### config.mk
export PLATFORM = sky130hd
export DESIGN_NAME = frm_ctrl
export DESIGN_NICKNAME = d
export VERILOG_FILES = /design/src/rtl/frm_pkg.sv /design/src/rtl/frm_permit.sv /design/src/rtl/frm_ctrl.sv
export SDC_FILE = /design/constraint.sdc
export NUM_CORES = 1
export LEC_CHECK = 0
export BUFFER_PORTS_ARGS = -buffer_cell sky130_fd_sc_hd__buf_2
export CAP_MARGIN = 20
export CORE_MARGIN = 2
export CORE_UTILIZATION = 25
export DETAILED_ROUTE_END_ITERATION = 8
export PLACE_DENSITY = 0.56
export SYNTH_ARGS = -nofsm -noshare
export SYNTH_HDL_FRONTEND = slang
export SYNTH_HIERARCHICAL = 1
export SYNTH_SLANG_ARGS = --single-unit
### constraint.sdc
create_clock -name CLK -period 7.2 [get_ports CLK]
set_input_delay 0.36 -clock CLK [delete_from_list [all_inputs] [get_ports CLK]]
set_output_delay 0.36 -clock CLK [all_outputs]
set_load 0.02 [all_outputs]
### src/rtl/frm_pkg.sv
package frm_pkg;

  // Bus and array geometry
  localparam int PADDR_W    = 8;
  localparam int FADDR_W    = 20;
  localparam int FDATA_W    = 16;
  localparam int PM1_W      = 8;
  localparam int NUM_BLK    = 8;
  localparam int BLK_W      = 3;
  localparam int BLK_LSB    = 16;
  localparam int BOOT_BYTES = 4096;
  localparam int BOOT_AW    = $clog2(BOOT_BYTES);
  localparam logic [BLK_W-1:0] BLK_LAST = 3'h7;

  // Register byte offsets
  localparam logic [PADDR_W-1:0] OFF_FLASH_MODE_REG_0   = 8'h00;
  localparam logic [PADDR_W-1:0] OFF_PM1    = 8'h04;
  localparam logic [PADDR_W-1:0] OFF_CMD    = 8'h08;
  localparam logic [PADDR_W-1:0] OFF_ADDR   = 8'h0C;
  localparam logic [PADDR_W-1:0] OFF_DATA   = 8'h10;
  localparam logic [PADDR_W-1:0] OFF_STATUS = 8'h14;
  localparam logic [PADDR_W-1:0] OFF_LOCK   = 8'h18;

  // Field positions
  localparam int FLASH_MODE_REG_0_VARIANT_BIT = 0;
  localparam int FLASH_MODE_REG_0_REWEN_BIT   = 1;
  localparam int PM1_BIT0         = 0;
  localparam int PM1_BIT3         = 3;
  localparam int STAT_BUSY        = 0;
  localparam int STAT_REFUSED     = 1;
  localparam int STAT_OPERR       = 2;
  localparam int STAT_LOCKVAL     = 3;
  localparam int STAT_BOOT        = 4;
  localparam int STAT_PAR         = 5;
  localparam int STAT_UART        = 6;
  localparam int STAT_RDSTAT      = 7;

  // Reset values
  localparam logic [PM1_W-1:0]   PM1_RST  = 8'h00;
  localparam logic [NUM_BLK-1:0] LOCK_RST = 8'hFF;

  // Command set
  typedef enum logic [2:0] {
    CMD_READ_ARRAY   = 3'h0,
    CMD_READ_STATUS  = 3'h1,
    CMD_CLEAR_STATUS = 3'h2,
    CMD_PROGRAM      = 3'h3,
    CMD_BLOCK_ERASE  = 3'h4,
    CMD_ERASE_ALL    = 3'h5,
    CMD_LOCK_BLOCK   = 3'h6,
    CMD_READ_LOCK    = 3'h7
  } frm_cmd_t;

  // Sequencer states
  typedef enum logic [2:0] {
    ST_IDLE = 3'h1,
    ST_SCAN = 3'h2,
    ST_OP   = 3'h4
  } frm_state_t;

endpackage : frm_pkg

### src/rtl/frm_permit.sv
`timescale 1ns/1ps
// Decides whether a modifying command may touch the addressed area
module frm_permit
  import frm_pkg::*;
(
  input  wire logic src_cpu,
  input  wire logic src_ser,
  input  wire logic src_par,
  input  wire logic boot_area,
  input  wire logic blk_locked,
  input  wire logic ram_variant,
  input  wire logic fetch_in_flash,
  input  wire logic protect_on,
  output wire logic allow
);

  wire logic any_src;
  wire logic boot_ok;
  wire logic prot_ok;
  wire logic ew_ok;

  // Only the three rewrite sources exist; none active means no rewrite
  assign any_src = src_cpu | src_ser | src_par;
  // Boot area only from the parallel programmer
  assign boot_ok = ~boot_area | src_par;
  // Code protection guards both external programmer modes
  assign prot_ok = ~((src_ser | src_par) & protect_on);
  // RAM-resident variant must not run from the array it alters
  assign ew_ok   = ~(src_cpu & ram_variant & fetch_in_flash);
  assign allow   = any_src & boot_ok & prot_ok & ew_ok
                 & ~blk_locked;

endmodule : frm_permit

### src/rtl/frm_ctrl.sv
// Chosen here: the address map and register access over APB.
`timescale 1ns/1ps
// What this block does
// - Exactly three rewrite sources: CPU, serial, parallel
// - Boot area is one 4 Kbyte erase block
// - Boot area rewrite refused outside parallel mode
// - Program one word; erase all or block
// - Operations start only by eight software commands
// - Lock bit per block blocks program, erase
// - Protection guards serial and parallel programmer modes
// - CPU rewrite touches user area only
// - RAM variant refuses modifying commands fetched from flash
// - Serial programmer user area; sync or UART
// - Parallel programmer rewrites boot and user areas
// - Enter from single chip; boot needs RAM variant
// - Mode bit 3 reads one while enabled
// - Clearing enable restores saved mode bit 3
// - Bit 3 writes held until enable clears
// - Entry sets mode bits 0 and 3
module frm_ctrl
  import frm_pkg::*;
(
  input  wire logic               CLK,
  input  wire logic               RESET,
  input  wire logic               PSEL,
  input  wire logic               PENABLE,
  input  wire logic               PWRITE,
  input  wire logic [PADDR_W-1:0] PADDR,
  input  wire logic [31:0]        PWDATA,
  output logic      [31:0]        PRDATA,
  output logic                    PREADY,
  output logic                    PSLVERR,
  input  wire logic               BOOT_SELECT_PIN,
  input  wire logic               MODE_STRAP_PIN,
  input  wire logic               PORT5_BIT0_STRAP,
  input  wire logic               PARALLEL_MODE,
  input  wire logic               SERIAL_UART,
  input  wire logic               PROTECT_ACTIVE,
  input  wire logic               CPU_FETCH_IN_FLASH,
  input  wire logic               EXT_CMD_VALID,
  input  wire logic [2:0]         EXT_CMD,
  input  wire logic [FADDR_W-1:0] EXT_ADDR,
  input  wire logic [FDATA_W-1:0] EXT_WDATA,
  input  wire logic               EXT_BOOT_AREA,
  output logic                    EXT_CMD_ACCEPT,
  output logic                    EXT_CMD_REJECT,
  output logic                    FLASH_PROG_REQ,
  output logic                    FLASH_ERASE_REQ,
  output logic      [FADDR_W-1:0] FLASH_ADDR,
  output logic      [FDATA_W-1:0] FLASH_WDATA,
  output logic                    FLASH_BOOT_SEL,
  input  wire logic               FLASH_DONE,
  input  wire logic               FLASH_FAIL,
  output logic                    READ_ENABLE,
  output logic                    CPU_REWRITE,
  output logic      [PM1_W-1:0]   PM1_VALUE
);

  ////////////////////////////////////////////////////////////////////////////
  // State
  logic               pready_reg, pslverr_reg;
  logic [31:0]        prdata_reg;
  logic               variant_reg, variant_next;
  logic               rew_en_reg, rew_en_next;
  logic [PM1_W-1:0]   pm1_reg, pm1_next;
  logic               processor_mode1_bit3_saved_reg, processor_mode1_bit3_saved_next;
  logic [FADDR_W-1:0] cmd_addr_reg;
  logic [FDATA_W-1:0] cmd_data_reg;
  logic [NUM_BLK-1:0] lock_reg, lock_next;
  logic               refused_reg, operr_reg, lockval_reg, lockval_next;
  logic               rdstat_reg, rdstat_next;
  logic               boot_mode_reg, read_en_reg;
  frm_state_t         state_reg, state_next;
  logic               all_reg, all_next;
  logic [BLK_W-1:0]   idx_reg, idx_next;
  logic               prog_reg, prog_next, erase_reg, erase_next;
  logic [FADDR_W-1:0] faddr_reg, faddr_next;
  logic [FDATA_W-1:0] fdata_reg, fdata_next;
  logic               fboot_reg, fboot_next;
  logic               acc_reg, acc_next, rej_reg, rej_next;
  logic               refused_set, operr_set, stat_clr;
  logic [31:0]        stat_word;

  ////////////////////////////////////////////////////////////////////////////
  // APB decode; one wait state, write lands at the completing edge
  wire logic apb_acc  = PSEL & PENABLE & ~pready_reg;
  wire logic apb_done = PSEL & PENABLE & pready_reg;
  wire logic a_flash_mode_reg_0   = (PADDR == OFF_FLASH_MODE_REG_0);
  wire logic a_pm1    = (PADDR == OFF_PM1);
  wire logic a_cmd    = (PADDR == OFF_CMD);
  wire logic a_addr   = (PADDR == OFF_ADDR);
  wire logic a_data   = (PADDR == OFF_DATA);
  wire logic a_stat   = (PADDR == OFF_STATUS);
  wire logic a_lock   = (PADDR == OFF_LOCK);
  wire logic mapped   = a_flash_mode_reg_0 | a_pm1 | a_cmd | a_addr | a_data
                      | a_stat | a_lock;
  wire logic bad_acc  = ~mapped | (PWRITE & (a_stat | a_lock));
  wire logic wr_en    = apb_done & PWRITE & ~pslverr_reg;
  wire logic wr_flash_mode_reg_0  = wr_en & a_flash_mode_reg_0;
  wire logic wr_pm1   = wr_en & a_pm1;
  wire logic wr_cmd   = wr_en & a_cmd;

  // Read mux; the command register reads back as zero
  wire logic [31:0] rd_mux =
      a_flash_mode_reg_0 ? 32'({rew_en_reg, variant_reg}) :
      a_pm1  ? 32'(pm1_reg) :
      a_addr ? 32'(cmd_addr_reg) :
      a_data ? 32'(cmd_data_reg) :
      a_stat ? stat_word :
      a_lock ? 32'(lock_reg) : 32'h0000_0000;

  ////////////////////////////////////////////////////////////////////////////
  // Rewrite source; pins pick external modes, software picks CPU
  wire logic src_par = PARALLEL_MODE;
  wire logic src_cpu = ~PARALLEL_MODE & rew_en_reg;
  wire logic src_ser = ~PARALLEL_MODE & ~rew_en_reg
                     & boot_mode_reg;
  wire logic idle    = (state_reg == ST_IDLE);

  // Enable request; boot mode only takes the RAM-resident variant
  wire logic new_var = rew_en_reg ? variant_reg
                                  : PWDATA[FLASH_MODE_REG_0_VARIANT_BIT];
  wire logic set_ok  = ~PARALLEL_MODE & (~boot_mode_reg | ~new_var);
  wire logic entering = wr_flash_mode_reg_0 & ~rew_en_reg & PWDATA[FLASH_MODE_REG_0_REWEN_BIT]
                      & set_ok;
  wire logic leaving  = wr_flash_mode_reg_0 & rew_en_reg & ~PWDATA[FLASH_MODE_REG_0_REWEN_BIT];

  ////////////////////////////////////////////////////////////////////////////
  // Command intake from CPU (APB) or external programmer
  wire logic cpu_go  = wr_cmd & src_cpu & idle;
  wire logic ext_go  = (src_ser | src_par) & EXT_CMD_VALID & idle
                     & ~acc_reg & ~rej_reg;
  wire logic go      = cpu_go | ext_go;
  wire frm_cmd_t cmd_sel = cpu_go ? frm_cmd_t'(PWDATA[2:0])
                                  : frm_cmd_t'(EXT_CMD);
  wire logic [FADDR_W-1:0] addr_sel = cpu_go ? cmd_addr_reg : EXT_ADDR;
  wire logic [FDATA_W-1:0] data_sel = cpu_go ? cmd_data_reg : EXT_WDATA;
  wire logic boot_sel  = ~cpu_go & EXT_BOOT_AREA;
  wire logic [BLK_W-1:0] blk_sel = addr_sel[BLK_LSB +: BLK_W];
  wire logic is_erall  = (cmd_sel == CMD_ERASE_ALL);
  wire logic is_modify = (cmd_sel == CMD_PROGRAM)
                       | (cmd_sel == CMD_BLOCK_ERASE)
                       | (cmd_sel == CMD_LOCK_BLOCK) | is_erall;
  // Boot block has no lock bit; erase-all checks locks block by block
  wire logic blk_locked = ~boot_sel & ~is_erall & ~lock_reg[blk_sel];
  wire logic allow;
  wire logic deny = is_modify & ~allow;

  frm_permit u_permit (
    .src_cpu        (src_cpu),
    .src_ser        (src_ser),
    .src_par        (src_par),
    .boot_area      (boot_sel),
    .blk_locked     (blk_locked),
    .ram_variant    (~variant_reg),
    .fetch_in_flash (CPU_FETCH_IN_FLASH),
    .protect_on     (PROTECT_ACTIVE),
    .allow          (allow)
  );

  // Boot area is one block: its address folds into 4 Kbytes
  wire logic [FADDR_W-1:0] op_addr =
      boot_sel ? FADDR_W'(addr_sel[BOOT_AW-1:0]) : addr_sel;
  wire logic [FADDR_W-1:0] scan_addr =
      FADDR_W'({idx_reg, {BLK_LSB{1'b0}}});

  ////////////////////////////////////////////////////////////////////////////
  // Mode register bits; bit 3 pinned while CPU rewrite is on
  always_comb
  begin
    pm1_next        = pm1_reg;
    processor_mode1_bit3_saved_next = processor_mode1_bit3_saved_reg;
    rew_en_next     = rew_en_reg;
    variant_next    = variant_reg;
    if (wr_flash_mode_reg_0)
    begin
      variant_next = new_var;
      rew_en_next  = PWDATA[FLASH_MODE_REG_0_REWEN_BIT] & (rew_en_reg | set_ok);
    end
    if (entering)
    begin
      processor_mode1_bit3_saved_next    = pm1_reg[PM1_BIT3];
      pm1_next[PM1_BIT0] = 1'b1;
      pm1_next[PM1_BIT3] = 1'b1;
    end
    else if (leaving)
      pm1_next[PM1_BIT3] = processor_mode1_bit3_saved_reg;
    else if (wr_pm1)
    begin
      pm1_next = PWDATA[PM1_W-1:0];
      if (rew_en_reg)
      begin
        // Bit 3 stays forced; the write waits in the shadow
        pm1_next[PM1_BIT3] = 1'b1;
        processor_mode1_bit3_saved_next    = PWDATA[PM1_BIT3];
      end
    end
  end

  ////////////////////////////////////////////////////////////////////////////
  // Sequencer; one word or one block per flash request
  always_comb
  begin
    state_next   = state_reg;
    all_next     = all_reg;
    idx_next     = idx_reg;
    prog_next    = 1'b0;
    erase_next   = 1'b0;
    faddr_next   = faddr_reg;
    fdata_next   = fdata_reg;
    fboot_next   = fboot_reg;
    lock_next    = lock_reg;
    lockval_next = lockval_reg;
    rdstat_next  = rdstat_reg;
    acc_next     = ext_go & ~deny;
    rej_next     = ext_go & deny;
    refused_set  = (wr_cmd & ~cpu_go) | (go & deny);
    operr_set    = 1'b0;
    stat_clr     = 1'b0;
    unique case (state_reg)
      ST_IDLE:
        if (go & ~deny)
        begin
          unique case (cmd_sel)
            CMD_READ_ARRAY:   rdstat_next = 1'b0;
            CMD_READ_STATUS:  rdstat_next = 1'b1;
            CMD_CLEAR_STATUS: stat_clr = 1'b1;
            CMD_READ_LOCK:    lockval_next = boot_sel | lock_reg[blk_sel];
            CMD_LOCK_BLOCK:   if (!boot_sel) lock_next[blk_sel] = 1'b0;
            CMD_PROGRAM:
            begin
              prog_next  = 1'b1;
              faddr_next = op_addr;
              fdata_next = data_sel;
              fboot_next = boot_sel;
              state_next = ST_OP;
            end
            CMD_BLOCK_ERASE:
            begin
              erase_next = 1'b1;
              faddr_next = op_addr;
              fboot_next = boot_sel;
              state_next = ST_OP;
            end
            CMD_ERASE_ALL:
            begin
              all_next   = 1'b1;
              idx_next   = '0;
              state_next = ST_SCAN;
            end
          endcase
        end
      ST_SCAN:
        if (lock_reg[idx_reg])
        begin
          erase_next = 1'b1;
          faddr_next = scan_addr;
          fboot_next = 1'b0;
          state_next = ST_OP;
        end
        else if (idx_reg == BLK_LAST)
        begin
          all_next   = 1'b0;
          state_next = ST_IDLE;
        end
        else
          idx_next = idx_reg + 3'h1;
      ST_OP:
        if (FLASH_DONE)
        begin
          operr_set = FLASH_FAIL;
          if (all_reg && idx_reg != BLK_LAST)
          begin
            idx_next   = idx_reg + 3'h1;
            state_next = ST_SCAN;
          end
          else
          begin
            all_next   = 1'b0;
            state_next = ST_IDLE;
            // RAM-resident variant leaves status readable afterwards
            rdstat_next = src_cpu & ~variant_reg;
          end
        end
      default:
        state_next = ST_IDLE;
    endcase
  end

  // Status view of the block's state plus the parallel and UART mode pins
  always_comb
  begin
    stat_word               = 32'h0000_0000;
    stat_word[STAT_BUSY]    = ~idle;
    stat_word[STAT_REFUSED] = refused_reg;
    stat_word[STAT_OPERR]   = operr_reg;
    stat_word[STAT_LOCKVAL] = lockval_reg;
    stat_word[STAT_BOOT]    = boot_mode_reg;
    stat_word[STAT_PAR]     = PARALLEL_MODE;
    stat_word[STAT_UART]    = SERIAL_UART;
    stat_word[STAT_RDSTAT]  = rdstat_reg;
  end

  ////////////////////////////////////////////////////////////////////////////
  // Boot strap capture while reset is held
  always_ff @(posedge CLK)
    if (RESET)
      boot_mode_reg <= BOOT_SELECT_PIN & PORT5_BIT0_STRAP
                     & ~MODE_STRAP_PIN;
  // APB slave registers
  always_ff @(posedge CLK)
    if (RESET)
    begin
      pready_reg  <= 1'b0;
      pslverr_reg <= 1'b0;
      prdata_reg  <= 32'h0000_0000;
    end
    else
    begin
      pready_reg  <= apb_acc;
      pslverr_reg <= apb_acc & bad_acc;
      prdata_reg  <= (apb_acc & ~PWRITE) ? rd_mux : 32'h0000_0000;
    end

  // Software-visible control
  always_ff @(posedge CLK)
    if (RESET)
    begin
      rew_en_reg     <= 1'b0;
      variant_reg    <= 1'b0;
      pm1_reg        <= PM1_RST;
      processor_mode1_bit3_saved_reg <= 1'b0;
      cmd_addr_reg   <= '0;
      cmd_data_reg   <= '0;
    end
    else
    begin
      rew_en_reg     <= rew_en_next;
      variant_reg    <= variant_next;
      pm1_reg        <= pm1_next;
      processor_mode1_bit3_saved_reg <= processor_mode1_bit3_saved_next;
      if (wr_en & a_addr) cmd_addr_reg <= PWDATA[FADDR_W-1:0];
      if (wr_en & a_data) cmd_data_reg <= PWDATA[FDATA_W-1:0];
    end

  // Sequencer and flags; a new event beats a clear in the same cycle
  always_ff @(posedge CLK)
    if (RESET)
    begin
      state_reg   <= ST_IDLE;
      all_reg     <= 1'b0;
      idx_reg     <= '0;
      lock_reg    <= LOCK_RST;
      refused_reg <= 1'b0;
      operr_reg   <= 1'b0;
      lockval_reg <= 1'b0;
      rdstat_reg  <= 1'b0;
      read_en_reg <= 1'b0;
    end
    else
    begin
      state_reg   <= state_next;
      all_reg     <= all_next;
      idx_reg     <= idx_next;
      lock_reg    <= lock_next;
      refused_reg <= refused_set | (refused_reg & ~stat_clr);
      operr_reg   <= operr_set | (operr_reg & ~stat_clr);
      lockval_reg <= lockval_next;
      rdstat_reg  <= rdstat_next;
      read_en_reg <= ~((src_ser | src_par) & PROTECT_ACTIVE);
    end

  // Flash request and handshake outputs
  always_ff @(posedge CLK)
    if (RESET)
    begin
      prog_reg  <= 1'b0;
      erase_reg <= 1'b0;
      faddr_reg <= '0;
      fdata_reg <= '0;
      fboot_reg <= 1'b0;
      acc_reg   <= 1'b0;
      rej_reg   <= 1'b0;
    end
    else
    begin
      prog_reg  <= prog_next;
      erase_reg <= erase_next;
      faddr_reg <= faddr_next;
      fdata_reg <= fdata_next;
      fboot_reg <= fboot_next;
      acc_reg   <= acc_next;
      rej_reg   <= rej_next;
    end

  assign PRDATA          = prdata_reg;
  assign PREADY          = pready_reg;
  assign PSLVERR         = pslverr_reg;
  assign EXT_CMD_ACCEPT  = acc_reg;
  assign EXT_CMD_REJECT  = rej_reg;
  assign FLASH_PROG_REQ  = prog_reg;
  assign FLASH_ERASE_REQ = erase_reg;
  assign FLASH_ADDR      = faddr_reg;
  assign FLASH_WDATA     = fdata_reg;
  assign FLASH_BOOT_SEL  = fboot_reg;
  assign READ_ENABLE     = read_en_reg;
  assign CPU_REWRITE     = rew_en_reg;
  assign PM1_VALUE       = pm1_reg;
endmodule : frm_ctrl

==> impl_metrics.py, run 1 <==
metrics = {
    "run_status": {
        "status": "finished clean",
    },
    "clock_network": {
        "clock_path_buffers": 2,
        "clock_sinks": 131,
        "cts_resized": 0,
        "root_buffer": "clkbuf_16",
        "cts.htree.levels": 4,
        "cts_hold_buf": 0,
        "cts_made_buffers": 17,
        "path_clk_slew_ns": 0.06,
        "post_cts_buffers": 0,
        "clk_latency_ns": 0.43,
        "cts_tree": "done",
    },
    "placed_design": {
        "routabilityCongestion": 0.872,
        "portBuffers": 155,
        "dp_hpwl_um": 16600,
    },
    "sta": {
        "clock_skew_ns": 0.0143,
        "finalMaxSlewViolations": 0,
        "rsz0062_at_grt": "false",
        "setup_violations": 0,
        "fmax_ghz": 0.223,
        "min_period_over_period": 0.622,
        "timing.slew.headroom": 0.339,
        "hold_ws_ns": 0.184,
        "setup_tns_ns": 0,
        "min_period_ns": 4.48,
        "tightest_slew_ns": 0.966,
        "hold_violations": 0,
    },
    "global_route": {
        "grt_antenna_before_repair": 2,
        "grt_pass1_vias": 5902,
        "grt_pass1_wl_um": 35100,
        "grt-ovfl-total": 0,
        "grt_start_max_net_pins": 62,
        "grt_use_total": 0.163,
    },
    "synth": {
        "ys_ff_latch": 131,
        "synth_cell_type_count": 69,
        "syn_inst": 785,
        "syn_area_per_cell_um2": 8.42,
        "synth_edf_count": 1,
        "synth_top_area_cell": "dfxtp_1",
        "synth_top_area_share": 0.394,
        "async_flop_share": 0,
        "ys_warn_count": 6,
        "synth_area_leaders": "dfxtp_1 (39%), nand2_1 (7.7%), a21oi_1 (4.9%)",
        "seq_area_frac_synth": 0.398,
        "synth-main-ff-cell": "dfxtp_1",
        "syn-cell-area_um2": 6610,
    },
    "run": {
        "maxCapViolCount": 0,
    },
    "setup_path": {
        "cpMostUsedCell": "o21ai_0",
        "crit_required_ns": 7.51,
        "startpoint_type": "register",
        "crit_fanout": 22,
        "cp_slowest_cell": "a2111oi_0",
        "max_stage_delay_ns": 0.88,
        "end_kind": "register",
        "crit_type": "reg -> reg",
        "arrival_ns": 4.79,
        "path_cells": "nor3b_4, nand4_4, o21ai_0, o21ai_0, a2111oi_0, nor3b_1, a21oi_1, and3_1, inv_1, nand2_1, o311ai_4, buf_4, mux2_2",
    },
    "detailed_routing": {
        "wire_per_inst_um": 18.0,
        "avgViaCountPerCell": 4.94,
        "num_vias": 6238,
        "drt-total-wl_um": 22700,
        "remaining_drc_errors": 0,
        "drt_iter0_markers": 628,
        "dr.pass1.iters": 5,
        "drtAntennaViolNets": 0,
    },
    "floorplanning": {
        "rows": 59,
        "initial_core_util": 0.254,
        "dieHeight_um": 167,
        "die_area_um2": 27800,
        "ios": 180,
        "die_w_um": 167,
        "core-area_um2": 26000,
    },
    "pwr": {
        "cellPowerDensity_nw_per_um2": 210,
        "p_leak_nw": 3.27,
        "ir_worst_vdd_uv": 143,
    },
    "finish": {
        "final_common_cell": "buf_2",
        "mostFrequentLayoutCells": "buf_2 (154), nand2_1 (136), dfxtp_1 (130), nor2_1 (78), a21oi_1 (65)",
        "drive_above_1_share": 0.269,
        "syn2layout_area_growth_pct": 24.1,
        "nets": 1012,
    },
    "worst_hold_path": {
        "holdCritPathClass": "in -> reg",
    },
}
-- kinds of logic (layout without fill, tap and decap cells) --
group | Yosys count | in the layout | share of synthesized area
and+or+nand+nor | 339 | 339 | 0.249
AOI/OAI and AO/OA | 171 | 171 | 0.179
DFF | 131 | 131 | 0.398
buffers and inverters | 78 | 210 | 0.0556
muxes | 62 | 62 | 0.112
adders and majority gates | 2 | 2 | 0.00378
other | 1 | 13 | 0.000567
xor gates and xnor gates | 1 | 1 | 0.00132
-- stage by stage --
stage | total power, mW | util | cell area, um^2 | worst slack, ns | cells
global placement | 0.904 | 0.294 | 7630 | 2.45 | 1230
finish | 1.73 | 0.316 | 8200 | 2.72 | 1264
floorplan | 0.849 | - | 6650 | 3.71 | 796
detailed placement | 0.904 | 0.294 | 7640 | 2.41 | 1231
global route | 1.79 | 0.316 | 8200 | 2.39 | 1263
CTS | 1.75 | 0.316 | 8200 | 2.75 | 1263
-- where the power goes --
part / internal (mW) / total (mW) / switching [mW]
sequential: 0.734 / 0.740 / 0.00552
combinational: 0.0563 / 0.150 / 0.0933
clock: 0.474 / 0.838 / 0.364
-- worst max-delay path, delay by kind of cell, from the launching register on --
| family | cells | cell delay [ns] |
|---|---|---|
| buf+inv | 2 | 0.57 |
| compound gates | 5 | 1.47 |
| flops | 1 | 0.45 |
| mux | 1 | 0.38 |
| simple gates | 5 | 1.48 |
-- layout make-up --
| class | count | area (um^2) |
|---|---|---|
| fillers | 2804 | 17800 |
| multi-input cells | 587 | 3690 |
| flip-flops and latches | 131 | 2630 |
| repair buffers | 163 | 842 |
| clock buffers | 20 | 467 |
| well taps | 335 | 419 |
| clock inverters | 12 | 96.3 |
| inverters | 15 | 56.3 |
| diodes | 1 | 2.50 |
-- path summary, 6_finish.rpt --
path / startpoint / end / slack [ns] / cells past startpoint
worst min register to register: cmd_data_reg[6] / cmd_data_reg[6] / 0.47 / 2
worst max register to register: state_reg[0] / FLASH_ADDR[0] / 2.72 / 13
worst max-delay path: state_reg[0] / FLASH_ADDR[0] / 2.72 / 13
worst min-delay path: PWDATA[18] / cmd_addr_reg[18] / 0.18 / 3
-- synth_stat cells (5+ instances only) --
cell        n
mux2_2     12
nand3b_1   12
buf_4      13
nand2b_1   17
o22ai_1     5
and3_1      5
a31oi_1     7
nor3_1     11
nand3_1    10
dfxtp_1   130
nand2_1   136
and2_1      8
nor4_1      8
o21ai_0    12
a21oi_1    65
buf_2       9
a22oi_1    23
nor3b_1     5
mux2i_1    32
a311oi_1   19
mux2_4     16
inv_1      15
clkbuf_1   35
nor2_1     79
nor2b_1    25
-- metal layers --
layer  global-route usage  vias up  routed length (um)
met5                    0        -                   0
met4               0.0525        0                 435
met3               0.0385       31                1500
met2                0.244      232                9840
met1                0.230     2963               11000
li1                     -     3012                   -
Power figures use the tool's default switching activity.
==> run 2, diff against run 1 <==
PLACE_DENSITY = 0.58   (was 0.56)
clock period = 3.6 ns   (was 7.2 ns; I/O delays follow)
==> run 2 against run 1 <==
  * Register-to-register slack lost 2.4 ns
  * Hold slack lost 0.16 ns
  * Critical endpoint is now all_reg
  * Die area unchanged
  * Via count rose by 3.4%
  * Sequential power increased by 100%
  * Count of clock-buffer cells in the layout is 3 lower
  * First-iteration DRC count decreased by 8.8%
  * Core utilization grew 1.6 points
==> impl_metrics.py, run 2 (same netlist as run 1, synthesis figures left out) <==
metrics = {
    "run_status": {
        "status": "finished clean",
    },
    "setup_path": {
        "path_cells": "nor3b_4, buf_12, and4_1, nand2_1, o31ai_1, a2111oi_1, buf_4, nor3b_1, a21oi_1, and3_2, a21oi_1, o22ai_1, o21ai_0, nor4_1, mux2_2",
        "cpMostUsedCell": "a21oi_1",
        "reg2reg_slack_ns": 0.27,
        "arrival_ns": 3.63,
        "r2r-end": "all_reg",
        "end_kind": "register",
        "crit_required_ns": 3.90,
        "crit_type": "reg -> reg",
        "cp_slowest_cell": "mux2_2",
        "rr_startpoint": "state_reg[1]",
        "crit_fanout": 9,
        "startpoint_type": "register",
        "reg2regPathDepth": 15,
        "crit_start": "state_reg[1]",
        "max_stage_delay_ns": 0.37,
    },
    "finish": {
        "drive_above_1_share": 0.299,
        "final_common_cell": "buf_2",
        "final-instance-count-excl-fill": 1307,
        "syn2layout_area_growth_pct": 30.3,
        "mostFrequentLayoutCells": "buf_2 (154), nand2_1 (136), dfxtp_1 (130), nor2_1 (78), a21oi_1 (65)",
        "nets": 1058,
        "regArea_um2": 2630,
        "fill_cells": 2758,
        "diodes": 0,
        "multiInputGateArea_um2": 3700,
    },
    "detailed_routing": {
        "drt_iter0_markers": 573,
        "wire_per_inst_um": 18.0,
        "wl_met3_um": 1530,
        "drt-total-wl_um": 23500,
        "top_layer_used": "met4",
        "wl_met1_um": 11200,
        "dr_wl_met2_um": 10500,
        "dr.pass1.iters": 5,
        "remaining_drc_errors": 0,
        "num_vias": 6451,
        "avgViaCountPerCell": 4.94,
        "drtAntennaViolNets": 0,
    },
    "floorplanning": {
        "rows": 59,
        "die_area_um2": 27800,
        "dieHeight_um": 167,
        "die_w_um": 167,
        "initial_core_util": 0.254,
        "core-area_um2": 26000,
        "ios": 180,
    },
    "clock_network": {
        "cts_made_buffers": 17,
        "clk_latency_ns": 0.43,
        "cts.htree.levels": 4,
        "clock_path_buffers": 2,
        "post_cts_buffers": 0,
        "cts_tree": "done",
        "clock_sinks": 131,
        "path_clk_slew_ns": 0.06,
        "root_buffer": "clkbuf_16",
    },
    "placed_design": {
        "dp_hpwl_um": 17400,
        "portBuffers": 155,
        "routabilityCongestion": 0.919,
        "place_inst": 1272,
    },
    "pwr": {
        "ir_worst_vdd_uv": 292,
        "p_leak_nw": 3.52,
        "cellPowerDensity_nw_per_um2": 410,
    },
    "sta": {
        "finalMaxSlewViolations": 0,
        "setup_tns_ns": 0,
        "hold_violations": 0,
        "clock_skew_ns": 0.0150,
        "rsz0062_at_grt": "false",
        "min_period_ns": 3.33,
        "fmax_ghz": 0.300,
        "min_period_over_period": 0.925,
        "timing.slew.headroom": 0.311,
        "setup_violations": 0,
        "tightest_slew_ns": 1.03,
    },
    "global_route": {
        "grt_pass1_vias": 6105,
        "grt_pass1_wl_um": 36100,
        "grt_start_max_net_pins": 92,
        "grt_use_total": 0.167,
        "grt-ovfl-total": 0,
        "grt_antenna_before_repair": 0,
    },
    "worst_hold_path": {
        "hold_path_end": "FLASH_WDATA[7]",
        "holdCritPathClass": "in -> reg",
        "min_from": "EXT_WDATA[7]",
        "hold_depth": 3,
    },
    "run": {
        "maxCapViolCount": 0,
    },
}
## run 2: final cells by class
| cell class | instances | share of cell area |
|---|---|---|
| clock buffer | 17 | 0.0494 |
| timing repair buffer | 209 | 0.145 |
| multi-input combinational | 587 | 0.429 |
| clock inverter | 13 | 0.0158 |
| inverter | 15 | 0.00654 |
| sequential | 131 | 0.306 |
| tap | 335 | 0.0487 |
## run 2: routing by layer
metal / GRT usage / vias to the layer above
met1: 0.235 / 3071
li1: - / 3107
met5: 0 / -
met3: 0.0378 / 16
met4: 0.0495 / 0
met2: 0.256 / 257
## run 2: timing repair
action,CTS,global route
setup endpoints to repair,0,35
hold buffers,5,0
gates resized for setup,0,5
endpoints found under the hold margin,5,0
## run 2: worst max path at each step
stage	depth (start not counted)	end
final	15	all_reg
after global routing	17	idx_reg[0]
after CTS	15	idx_reg[0]
after detailed placement	15	idx_reg[2]
after global placement	19	idx_reg[1]
after floorplan	16	all_reg
## run 2: worst max-delay path: cells and delay by family, from the launching register on
kind	cells	cell delay, ns
muxes	1	0.37
and+or+nand+nor	6	1.30
buffers and inverters	2	0.31
DFF	1	0.33
AOI/OAI and AO/OA	6	0.90
## run 2: where the power goes
group          internal, mW  switching (mW)  leakage (nW)
clock                  1.01           0.697         0.275
combinational         0.144           0.197          2.18
sequential             1.47          0.0112          1.06
## run 2: per-stage QoR
step	util	power (mW)	hold WS, ns	setup WS, ns	area, um^2
floorplan	-	1.70	0.292	0.109	6650
global placement	0.308	1.84	0.420	0.217	7990
detailed placement	0.308	1.84	0.431	0.184	7990
CTS	0.331	3.56	0.00272	0.152	8600
global route	0.332	3.66	0.0181	0.0798	8610
finish	0.332	3.53	0.0191	0.269	8610
==> run 3, diff against run 2 <==
CORE_ASPECT_RATIO = 0.75   (was unset)
==> run 3 against run 2 <==
  * Hold slack worse by 0.0019 ns
  * Sequential power about the same
  * Register-to-register slack got worse by 0.098 ns
  * Count of clock-buffer cells in the layout grew 1
  * Final cell count rose by 1.5%
  * Maximum frequency fell by 2.9%
  * Via count is 0.60% higher
  * Clock skew decreased by 0.0025 ns
  * Worst setup slack got worse by 0.098 ns
==> impl_metrics.py, run 3 (same netlist as run 1, synthesis figures left out) <==
metrics = {
    "run_status": {
        "status": "finished clean",
    },
    "sta": {
        "fmax_ghz": 0.292,
        "finalMaxSlewViolations": 0,
        "min_period_over_period": 0.952,
        "rsz0062_at_grt": "false",
        "timing.slew.headroom": 0.435,
        "clock_skew_ns": 0.0125,
        "setup_tns_ns": 0,
        "min_period_ns": 3.43,
        "setup_violations": 0,
        "hold_violations": 0,
        "tightest_slew_ns": 0.843,
    },
    "floorplanning": {
        "die_w_um": 192,
        "dieHeight_um": 145,
        "initial_core_util": 0.255,
        "die_area_um2": 27800,
        "rows": 51,
        "ios": 180,
        "core-area_um2": 26000,
    },
    "detailed_routing": {
        "num_vias": 6490,
        "drt_iter0_markers": 595,
        "dr.pass1.iters": 6,
        "remaining_drc_errors": 0,
        "avgViaCountPerCell": 4.89,
        "drt-total-wl_um": 24200,
        "wire_per_inst_um": 18.2,
        "drtAntennaViolNets": 0,
    },
    "finish": {
        "mostFrequentLayoutCells": "buf_2 (154), nand2_1 (136), dfxtp_1 (130), nor2_1 (78), a21oi_1 (65)",
        "syn2layout_area_growth_pct": 32.5,
        "final_common_cell": "buf_2",
        "fill_cells": 2748,
        "drive_above_1_share": 0.289,
        "final-instance-count-excl-fill": 1327,
        "nets": 1066,
        "final_core_util": 0.337,
    },
    "placed_design": {
        "dp_hpwl_um": 18000,
        "routabilityCongestion": 0.896,
        "portBuffers": 155,
        "place_inst": 1274,
    },
    "setup_path": {
        "crit_fanout": 22,
        "startpoint_type": "register",
        "reg2reg_slack_ns": 0.17,
        "crit_required_ns": 3.92,
        "arrival_ns": 3.75,
        "crit_type": "reg -> reg",
        "end_kind": "register",
    },
    "pwr": {
        "p_leak_nw": 3.57,
        "total_power_mw": 3.71,
        "cellPowerDensity_nw_per_um2": 424,
        "ir_worst_vdd_uv": 330,
    },
    "global_route": {
        "grt-ovfl-total": 0,
        "grt_use_total": 0.174,
        "grt_pass1_wl_um": 35700,
        "grt_antenna_before_repair": 0,
        "grt_start_max_net_pins": 65,
        "grt_pass1_vias": 5825,
    },
    "run": {
        "maxCapViolCount": 0,
    },
    "clock_network": {
        "cts_tree": "done",
        "clock_sinks": 131,
        "post_cts_buffers": 0,
        "root_buffer": "clkbuf_16",
        "path_clk_slew_ns": 0.07,
        "cts_made_buffers": 17,
        "clk_latency_ns": 0.43,
        "cts.htree.levels": 4,
        "clock_path_buffers": 2,
    },
    "worst_hold_path": {
        "holdCritPathClass": "in -> reg",
    },
}
run 3: repair_timing:
| action | in CTS | in global routing |
|---|---|---|
| hold buffers | 20 | 0 |
| gates resized for setup | 0 | 4 |
| endpoints found under the setup margin | 0 | 26 |
| hold endpoints to repair | 26 | 0 |
run 3: per-layer routing:
layer	up-vias	wire length (um)	global-route usage
li1	3142	-	-
met1	3029	12000	0.264
met2	301	9440	0.233
met3	18	2470	0.0543
met4	0	222	0.0389
met5	-	0	0
run 3: power breakdown:
group / total (mW) / internal, mW / switching, mW
Clock: 1.88 / 1.13 / 0.749
Sequential: 1.48 / 1.47 / 0.0102
Combinational: 0.354 / 0.148 / 0.205
run 3: critical path, cell delays in order, from the launching register on:
cell,delay [ns]
dfxtp_1,0.33
nor3b_4,0.34
buf_4,0.21
nand4_4,0.14
nor2_2,0.21
mux2i_1,0.10
a2111oi_1,0.40
buf_4,0.18
nor3b_1,0.17
a21oi_1,0.05
and3_2,0.21
buf_4,0.14
inv_1,0.06
nand2_1,0.08
o311ai_4,0.08
buf_12,0.24
mux2_2,0.35
run 3: cell type report:
cell class | count | area (um^2) | share of cell area
Antenna cell | 1 | 2.50 | 0.000286
Multi-Input combinational cell | 587 | 3690 | 0.421
Inverter | 15 | 56.3 | 0.00643
Sequential cell | 131 | 2630 | 0.301
Clock inverter | 14 | 188 | 0.0214
Tap cell | 344 | 430 | 0.0491
Timing Repair Buffer | 217 | 1320 | 0.151
Clock buffer | 18 | 439 | 0.0501
run 3: final timing paths:
check | from | to | cells past startpoint
max | state_reg[1] | FLASH_ADDR[1] | 16
min | RESET | PREADY | 2
max reg2reg | state_reg[1] | FLASH_ADDR[1] | 16
min reg2reg | cmd_data_reg[9] | cmd_data_reg[9] | 2
run 3: per-stage QoR:
stage | setup WS (ns) | hold WS [ns] | area [um^2]
floorplan | 0.109 | 0.292 | 6650
global placement | 0.140 | 0.423 | 7920
detailed placement | 0.139 | 0.432 | 7920
CTS | 0.117 | 0.0000847 | 8750
global route | 0.00959 | 0.0122 | 8760
finish | 0.171 | 0.0172 | 8760
